<file path="src/verilog/eac_pkg.sv">
// package: constants and types of the nonvolatile access control block
// Function
// - bits 7..6 of the control register always read as zero
// - mode field picks atomic (3.4 ms), erase (1.8 ms), write (1.8 ms), 11 reserved
// - writes to the mode field are ignored while the program strobe is set
// - reset clears the mode field to 00 unless programming is in progress
// - ready interrupt requested continuously while enabled, global flag set, strobe zero
// - hardware clears master program enable four cycles after software sets it
// - strobe set inside the enable window programs data register at address register
// - strobe write while master enable is zero has no effect
// - no programming cycle starts while the CPU is writing program flash
// - hardware clears the program strobe when programming time has elapsed
// - CPU halted two cycles after the program strobe is set
// - read strobe fetches addressed byte into the data register at once
// - CPU halted four cycles after a read strobe; two if the same control write also starts programming
// - during programming, reads are refused and the address register is frozen
// - programming time counted in RC oscillator cycles, 26,368 for a CPU write
// - data register supplies write data and receives read data
// - address register selects one of 512 bytes linearly
package eac_pkg;
    localparam logic [7:0]  EAC_OFF_CTRL  = 8'h00;
    localparam logic [7:0]  EAC_OFF_ADDR  = 8'h04;
    localparam logic [7:0]  EAC_OFF_DATA  = 8'h08;
    localparam int          EAC_BIT_RE    = 0;
    localparam int          EAC_BIT_PE    = 1;
    localparam int          EAC_BIT_MPE   = 2;
    localparam int          EAC_BIT_RIE   = 3;
    localparam int          EAC_MODE_LO   = 4;
    localparam int          EAC_MODE_HI   = 5;
    localparam logic [1:0]  EAC_MODE_ATOM = 2'h0;
    localparam logic [1:0]  EAC_MODE_ERAS = 2'h1;
    localparam logic [1:0]  EAC_MODE_WRIT = 2'h2;
    localparam logic [1:0]  EAC_MODE_RSVD = 2'h3;
    localparam logic [1:0]  EAC_MODE_RST  = 2'h0;
    localparam logic [2:0]  EAC_MPE_WIN   = 3'h4;
    localparam logic [2:0]  EAC_HALT_PROG = 3'h2;
    localparam logic [2:0]  EAC_HALT_READ = 3'h4;
    localparam int          EAC_T_ATOM_US = 3400;
    localparam int          EAC_T_SPLT_US = 1800;
    localparam int          EAC_RC_ATOM   = 26368;
    localparam int          EAC_RC_SPLT   = EAC_RC_ATOM * EAC_T_SPLT_US / EAC_T_ATOM_US;
    localparam int          EAC_TMR_W     = 16;

    typedef enum logic [1:0] {
        ENG_IDLE = 2'h0,
        ENG_PROG = 2'h1,
        ENG_DONE = 2'h3
    } eac_eng_t;
endpackage

</file>
<file path="src/verilog/eac_timer_if.sv">
// interface: start and done handshake between control and RC timer
`timescale 1ns/10ps
interface eac_timer_if;
    logic        start;
    logic [15:0] cycles;
    logic        done;
    modport ctrl  (output start, output cycles, input done);
    modport timer (input start, input cycles, output done);
endinterface

</file>
<file path="src/verilog/eac_rc_timer.sv">
// module: counts RC oscillator cycles for one programming cycle
`timescale 1ns/10ps
module eac_rc_timer
    import eac_pkg::*;
(
    input  wire logic   pclk,
    input  wire logic   por_n,
    input  wire logic   rc_clk_in,
    eac_timer_if.timer  tif
);
    logic                 sync1;
    logic                 sync2;
    logic                 sync3;
    logic [EAC_TMR_W-1:0] cnt;
    logic [EAC_TMR_W-1:0] next_cnt;
    logic                 done;
    logic                 next_done;
    logic                 tick;

    assign tick     = sync2 & ~sync3;
    assign tif.done = done;

    // each rising RC edge counts one cycle
    always_comb begin
        next_cnt  = cnt;
        next_done = 1'b0;
        if (tif.start) begin
            next_cnt = tif.cycles;
        end else if (tick && cnt != '0) begin
            next_cnt = cnt - 1'b1;
            if (cnt == 16'h0001) begin
                next_done = 1'b1;
            end
        end
    end

    always_ff @(posedge pclk or negedge por_n) begin
        if (!por_n) begin
            sync1 <= 1'b0;
            sync2 <= 1'b0;
            sync3 <= 1'b0;
            cnt   <= '0;
            done  <= 1'b0;
        end else begin
            sync1 <= rc_clk_in;
            sync2 <= sync1;
            sync3 <= sync2;
            cnt   <= next_cnt;
            done  <= next_done;
        end
    end
endmodule

</file>
<file path="src/verilog/eac_top.sv">
// module: APB control of the data EEPROM: arming, timing, reads and CPU stalls
//
// Decided for this implementation: the APB register port and the address map.
`timescale 1ns/10ps
module eac_top
    import eac_pkg::*;
#(
    parameter int ADDR_W         = 9,
    parameter int PROG_RC_ATOMIC = EAC_RC_ATOM,
    parameter int PROG_RC_SPLIT  = EAC_RC_SPLT
) (
    input  wire logic              pclk,
    input  wire logic              presetn,
    input  wire logic              por_n,
    input  wire logic              psel,
    input  wire logic              penable,
    input  wire logic              pwrite,
    input  wire logic [7:0]        paddr,
    input  wire logic [31:0]       pwdata,
    output logic      [31:0]       prdata,
    output logic                   pready,
    output logic                   pslverr,
    input  wire logic              gie,
    input  wire logic              self_program_enable,
    input  wire logic              rc_clk_in,
    input  wire logic [7:0]        ee_rdata,
    output logic      [ADDR_W-1:0] ee_addr,
    output logic      [7:0]        ee_wdata,
    output logic                   ee_erase,
    output logic                   ee_write,
    output logic                   ee_read,
    output logic                   cpu_halt,
    output logic                   ready_irq
);
    // ****************************************************************
    // decode
    // ****************************************************************
    function automatic logic eac_hit(input logic [7:0] a, input logic [7:0] off);
        eac_hit = (a == off);
    endfunction

    eac_timer_if tif ();

    logic              setup;
    logic              acc;
    logic              ctrl_wr;
    logic              addr_wr;
    logic              data_wr;
    logic              mapped;
    logic              start;
    logic              rd_go;
    logic              mpe_set;
    logic              ready_irq_enable;
    logic              master_program_enable;
    logic              program_strobe;
    logic [1:0]        prog_mode_field;
    logic [2:0]        mpe_cnt;
    logic [2:0]        halt_cnt;
    logic [7:0]        ctrl_rd;
    logic              rst_q1;
    logic              sys_run;
    eac_eng_t          state;
    logic              tstart;
    logic [15:0]       tcycles;

    logic [31:0]       next_prdata;
    logic              next_pready;
    logic              next_pslverr;
    logic              next_rie;
    logic              next_mpe;
    logic [2:0]        next_mpe_cnt;
    logic [ADDR_W-1:0] next_addr;
    logic [7:0]        next_data;
    logic              next_read;
    logic [2:0]        next_halt_cnt;
    logic              next_halt;
    logic              next_irq;
    eac_eng_t          next_state;
    logic              next_pe;
    logic [1:0]        next_mode;
    logic              next_erase;
    logic              next_write;
    logic              next_tstart;
    logic [15:0]       next_tcycles;

    assign setup   = psel & ~penable;
    assign acc     = psel & penable & pready;
    assign ctrl_wr = acc & pwrite & eac_hit(paddr, EAC_OFF_CTRL);
    assign addr_wr = acc & pwrite & eac_hit(paddr, EAC_OFF_ADDR);
    assign data_wr = acc & pwrite & eac_hit(paddr, EAC_OFF_DATA);
    assign mapped  = eac_hit(paddr, EAC_OFF_CTRL) | eac_hit(paddr, EAC_OFF_ADDR)
                   | eac_hit(paddr, EAC_OFF_DATA);
    assign mpe_set = ctrl_wr & pwdata[EAC_BIT_MPE];
    assign start   = ctrl_wr & pwdata[EAC_BIT_PE] & master_program_enable
                   & ~program_strobe & ~self_program_enable;
    assign rd_go   = ctrl_wr & pwdata[EAC_BIT_RE] & ~program_strobe;
    assign ctrl_rd = {2'b00, prog_mode_field, ready_irq_enable,
                      master_program_enable, program_strobe, 1'b0};
    assign tif.start  = tstart;
    assign tif.cycles = tcycles;

    eac_rc_timer u_timer (
        .pclk      (pclk),
        .por_n     (por_n),
        .rc_clk_in (rc_clk_in),
        .tif       (tif)
    );

    // ****************************************************************
    // APB slave: answer registered in the access phase
    // ****************************************************************
    always_comb begin
        next_pready  = setup;
        next_pslverr = setup & ~mapped;
        next_prdata  = prdata;
        if (setup) begin
            next_prdata = 32'h0000_0000;
            if (!pwrite && eac_hit(paddr, EAC_OFF_CTRL)) begin
                next_prdata = {24'h00_0000, ctrl_rd};
            end else if (!pwrite && eac_hit(paddr, EAC_OFF_ADDR)) begin
                next_prdata = {{(32-ADDR_W){1'b0}}, ee_addr};
            end else if (!pwrite && eac_hit(paddr, EAC_OFF_DATA)) begin
                next_prdata = {24'h00_0000, ee_wdata};
            end
        end
    end

    always_ff @(posedge pclk or negedge presetn) begin
        if (!presetn) begin
            prdata  <= 32'h0000_0000;
            pready  <= 1'b0;
            pslverr <= 1'b0;
        end else begin
            prdata  <= next_prdata;
            pready  <= next_pready;
            pslverr <= next_pslverr;
        end
    end

    // ****************************************************************
    // software-side control: enable window, address, data, stalls
    // ****************************************************************
    always_comb begin
        next_rie      = ctrl_wr ? pwdata[EAC_BIT_RIE] : ready_irq_enable;
        next_mpe      = master_program_enable;
        next_mpe_cnt  = mpe_cnt;
        next_addr     = ee_addr;
        next_data     = ee_wdata;
        next_read     = rd_go;
        next_halt_cnt = halt_cnt;
        if (mpe_set) begin
            next_mpe     = 1'b1;
            next_mpe_cnt = EAC_MPE_WIN;
        end else if (master_program_enable) begin
            next_mpe_cnt = mpe_cnt - 3'h1;
            if (mpe_cnt == 3'h1) begin
                next_mpe = 1'b0;
            end
        end
        if (addr_wr && !program_strobe) begin
            next_addr = pwdata[ADDR_W-1:0];
        end
        if (ee_read) begin
            next_data = ee_rdata;
        end else if (data_wr) begin
            next_data = pwdata[7:0];
        end
        if (start) begin
            next_halt_cnt = EAC_HALT_PROG;
        end else if (rd_go) begin
            next_halt_cnt = EAC_HALT_READ;
        end else if (halt_cnt != 3'h0) begin
            next_halt_cnt = halt_cnt - 3'h1;
        end
        next_halt = (next_halt_cnt != 3'h0);
        next_irq  = ready_irq_enable & gie & ~program_strobe;
    end

    always_ff @(posedge pclk or negedge presetn) begin
        if (!presetn) begin
            ready_irq_enable      <= 1'b0;
            master_program_enable <= 1'b0;
            mpe_cnt               <= 3'h0;
            ee_addr               <= '0;
            ee_wdata              <= 8'h00;
            ee_read               <= 1'b0;
            halt_cnt              <= 3'h0;
            cpu_halt              <= 1'b0;
            ready_irq             <= 1'b0;
            rst_q1                <= 1'b0;
            sys_run               <= 1'b0;
        end else begin
            ready_irq_enable      <= next_rie;
            master_program_enable <= next_mpe;
            mpe_cnt               <= next_mpe_cnt;
            ee_addr               <= next_addr;
            ee_wdata              <= next_data;
            ee_read               <= next_read;
            halt_cnt              <= next_halt_cnt;
            cpu_halt              <= next_halt;
            ready_irq             <= next_irq;
            rst_q1                <= 1'b1;
            sys_run               <= rst_q1;
        end
    end

    // ****************************************************************
    // programming engine: survives system reset except the idle mode field, cleared by power-on
    // ****************************************************************
    always_comb begin
        next_state   = state;
        next_pe      = program_strobe;
        next_mode    = prog_mode_field;
        next_erase   = ee_erase;
        next_write   = ee_write;
        next_tstart  = 1'b0;
        next_tcycles = tcycles;
        if (ctrl_wr && !program_strobe) begin
            next_mode = pwdata[EAC_MODE_HI:EAC_MODE_LO];
        end
        if (!sys_run && !program_strobe) begin
            next_mode = EAC_MODE_RST;
        end
        unique case (state)
            ENG_IDLE: begin
                if (start) begin
                    next_pe = 1'b1;
                    if (prog_mode_field == EAC_MODE_RSVD) begin
                        next_state = ENG_DONE;
                    end else begin
                        next_state   = ENG_PROG;
                        next_tstart  = 1'b1;
                        next_erase   = (prog_mode_field != EAC_MODE_WRIT);
                        next_write   = (prog_mode_field != EAC_MODE_ERAS);
                        next_tcycles = (prog_mode_field == EAC_MODE_ATOM)
                                     ? 16'(PROG_RC_ATOMIC) : 16'(PROG_RC_SPLIT);
                    end
                end
            end
            ENG_PROG: begin
                if (tif.done) begin
                    next_state = ENG_DONE;
                    next_erase = 1'b0;
                    next_write = 1'b0;
                end
            end
            ENG_DONE: begin
                next_pe    = 1'b0;
                next_state = ENG_IDLE;
            end
            default: begin
                next_pe    = 1'b0;
                next_erase = 1'b0;
                next_write = 1'b0;
                next_state = ENG_IDLE;
            end
        endcase
    end

    always_ff @(posedge pclk or negedge por_n) begin
        if (!por_n) begin
            state           <= ENG_IDLE;
            program_strobe  <= 1'b0;
            prog_mode_field <= EAC_MODE_RST;
            ee_erase        <= 1'b0;
            ee_write        <= 1'b0;
            tstart          <= 1'b0;
            tcycles         <= 16'h0000;
        end else begin
            state           <= next_state;
            program_strobe  <= next_pe;
            prog_mode_field <= next_mode;
            ee_erase        <= next_erase;
            ee_write        <= next_write;
            tstart          <= next_tstart;
            tcycles         <= next_tcycles;
        end
    end
endmodule

</file>
<file path="config.mk">
export PLATFORM = sky130hd
export DESIGN_NAME = eac_top
export DESIGN_NICKNAME = d
export VERILOG_FILES = /design/src/verilog/eac_pkg.sv /design/src/verilog/eac_timer_if.sv /design/src/verilog/eac_rc_timer.sv /design/src/verilog/eac_top.sv
export SDC_FILE = /design/constraint.sdc
export NUM_CORES = 1
export LEC_CHECK = 0
export BUFFER_PORTS_ARGS = -buffer_cell sky130_fd_sc_hd__buf_4
export CORE_MARGIN = 5
export CORE_UTILIZATION = 52
export DETAILED_ROUTE_END_ITERATION = 8
export PLACE_DENSITY_LB_ADDON = 0.12
export SLEW_MARGIN = 20
export SYNTH_ARGS = -nofsm -noshare
export SYNTH_HDL_FRONTEND = slang
export SYNTH_SLANG_ARGS = --single-unit
export TNS_END_PERCENT = 20
</file>
<file path="constraint.sdc">
create_clock -name pclk -period 2.3 [get_ports pclk]
set_clock_uncertainty 0.15 [all_clocks]
set_input_delay 0.23 -clock pclk [delete_from_list [all_inputs] [get_ports pclk]]
set_output_delay 0.23 -clock pclk [all_outputs]
set_load 0.01 [all_outputs]
</file>
==> results.cfg <==
[placed_design]
place_inst = 543
hpwl_um = 6618
portBuffers = 66
dpl_cell_area_sq_um = 4382
gp_congestion = 0.8360

[hold_path]
hold_path_class = input port to flip-flop
hold_depth = 3

[critical_path]
end_kind = flip-flop
crit_required_ns = 2.38
crit_type = flip-flop to flip-flop
worst-r2r-cell-count = 7
cp.arrival_ns = 2.20
crit_fanout = 10
critical_path.startpoint_type = flip-flop

[route]
vias = 3127
drc = 0
drtAntennaViolNets = 0
drtIter0Drc = 109
drt-total-wl_um = 8918
avgRoutedWirePerCell_um = 15.40
drt_pass1_iterations = 4
via_per_inst = 5.401

[flow_run]
maxCapViolCount = 0

[synth]
synthFlopType = dfrtp_1
synthesis.area_sq_um = 3820
yosysWarnings = 0
syn_avg_cell_area_sq_um = 10.00
yosysSeqAreaShare_pct = 47.17
ys_ff_latch = 72
async_reset_ff_share_pct = 100.0
synth_edf_count = 0
synth.distinct_cells = 62
synthCells = 382

[global_routing]
grt_usage_pct = 20.93
antenna_found_initial = 0
grt_max_degree = 42
met3_usage_pct = 4.535
grt_use_met2_pct = 34.51
grt_util_met1_pct = 27.31
overflow = 0
grt_first_pass_wirelength_um = 14680
grt-busiest-layer = met2
grt_pass1_vias = 3062

[cells_and_area]
fillers = 602
diodes = 0
post-route-util_pct = 65.89
synthToLayoutAreaGrowth_pct = 24.44
layout-drive-gt1-share_pct = 24.17
multiInputGateArea_sq_um = 1795
final_cells = 579
regArea_sq_um = 1802
fin_nets = 541
final_area_sq_um = 4753

[timing]
worst_slew_pin_slew_ns = 0.5295
whs_ns = 0.05525
max_freq_ghz = 0.4714
maxSlewHeadroom_pct = 64.70
setup_tns_ns = 0
hold_viol = 0
rsz0062_at_grt = false
finalSetupViolCount = 0
period_share_pct = 92.23
slew_viol_final = 0
min_period_ns = 2.121

[pwr]
ir_drop_mv = 0.5284
p_per_area_nw_per_um2 = 699.9
p_leak_nw = 2.321

[clock_tree]
clkTransAtPathRegs_ns = 0.07
numCtsBuffers = 9
postCtsSetupBuffers = 0
cts-root-buf = clkbuf_8
cts_max_level = 3
cts_sinks = 72
clk_path_buf_depth = 2
cts_tree = done
insertion_delay_ns = 0.35

[floorplan]
core_area_sq_um = 7214
ios = 113
die_y_um = 95.71
die_x_um = 95.71
dieArea_sq_um = 9160
num_rows = 31
initial_core_util_pct = 52.95

[status]
outcome = complete, no violations
## placed cells by master, fill, tap and decap left out, types with 3 or more instances in the layout
cell type,count
a211oi_1,4
nor3_1,9
o21ai_0,12
buf_4,80
nand3_1,11
nor2b_1,11
a31oi_1,5
a21oi_1,14
nor2_1,34
a32oi_1,5
nand2_1,28
o31ai_1,9
clkbuf_8,9
nand2b_1,3
mux2_2,7
dlygate4sd3_1,21
nand4_1,8
and3_1,3
or3_1,3
conb_1,24
clkinv_2,3
mux2_1,9
or2_2,4
dfrtp_1,72
ha_1,8
inv_1,15
mux2i_1,13
clkinvlp_4,3
nor4_1,5
nor3b_1,5
or4_1,3
## cell usage after synthesis (8+ instances only)
cell      instances  share of area [%]
nor2b_1          11                1.8
clkbuf_1          9               0.88
mux2i_1          13                3.4
nand4_1           8                1.3
buf_4            23                4.5
o21ai_0          12                1.6
inv_1            15                1.5
mux2_1            9                2.7
dfrtp_1          72                 47
nor3_1            9                1.2
a21oi_1          14                1.8
nand3_1          11                1.4
nand2_1          28                2.8
o31ai_1           9                1.8
nor2_1           34                3.3
ha_1              8                2.6
## through the flow
stage                     worst slack, ns  power (mW)
after floorplan                    0.2498       2.201
after global placement             0.2120       2.428
after detailed placement           0.1796       2.462
after CTS                          0.1692       3.348
after global routing              0.06427       3.556
final                              0.1786       3.327
## worst max-delay path: stages, from the launching register on
cell and delay [ns]:
dfrtp_1 0.40, inv_1 0.11, ha_1 0.18, nor3b_1 0.15, nor2b_1 0.13, buf_4 0.17
a2111oi_2 0.37, mux2_1 0.35
## worst paths after layout
path,slack [ns],start,end
worst max-delay path,0.18,u_timer.cnt[1]$_DFFE_PN0P_,u_timer.cnt[5]$_DFFE_PN0P_
worst min-delay path,0.06,paddr[3],pslverr$_DFF_PN0_
worst max register to register,0.18,u_timer.cnt[1]$_DFFE_PN0P_,u_timer.cnt[5]$_DFFE_PN0P_
worst min register to register,0.20,rst_q1$_DFF_PN0_,sys_run$_DFF_PN0_
max in group asynchronous,1.40,presetn,master_program_enable$_DFF_PN0_
min in group asynchronous,0.20,por_n,u_timer.cnt[7]$_DFFE_PN0P_
## kinds of logic (layout without fill, tap and decap cells)
kind of cell | Yosys count | in the layout | share of synthesized area (%)
other cells | 2 | 24 | 0.1966
compound gates | 68 | 68 | 12.25
buf+inv | 56 | 132 | 7.992
mux | 29 | 29 | 8.123
simple gates | 144 | 144 | 20.96
flops | 72 | 72 | 47.17
xor+xnor | 3 | 3 | 0.6880
fa+ha+maj | 8 | 8 | 2.620
## flip-flops by register name, indices dropped and copies added (netlist names), 2 cells and up
name,count
ee_addr,9
ee_wdata,8
halt_cnt,3
mpe_cnt,3
prdata,9
prog_mode_field,2
state,2
tcycles,3
u_timer.cnt,16
## area by class of cell
| class | count | area share, % |
|---|---|---|
| well taps | 99 | 2.606 |
| clock buffers | 9 | 2.606 |
| repair buffers | 101 | 17.06 |
| multi-input cells | 276 | 37.77 |
| inverters | 16 | 1.263 |
| clock inverters | 6 | 0.7897 |
| flip-flops and latches | 72 | 37.90 |
## routing by layer
| metal | up-vias | wire length, um |
|---|---|---|
| li1 | 1512 | - |
| met1 | 1510 | 3796 |
| met2 | 95 | 4478 |
| met3 | 10 | 509 |
| met4 | 0 | 133 |
| met5 | - | 0 |
## power by group
group | total (mW) | internal, mW | switching, mW
logic | 0.894 | 0.429 | 0.465
clock network | 0.855 | 0.379 | 0.476
registers | 1.58 | 1.42 | 0.159
## what timing repair did
action,4_1_cts,5_1_grt
hold buffers,21,0
gates resized for setup,0,0
hold endpoints to repair,93,0
No activity file was read; power rests on OpenSTA's default activity.
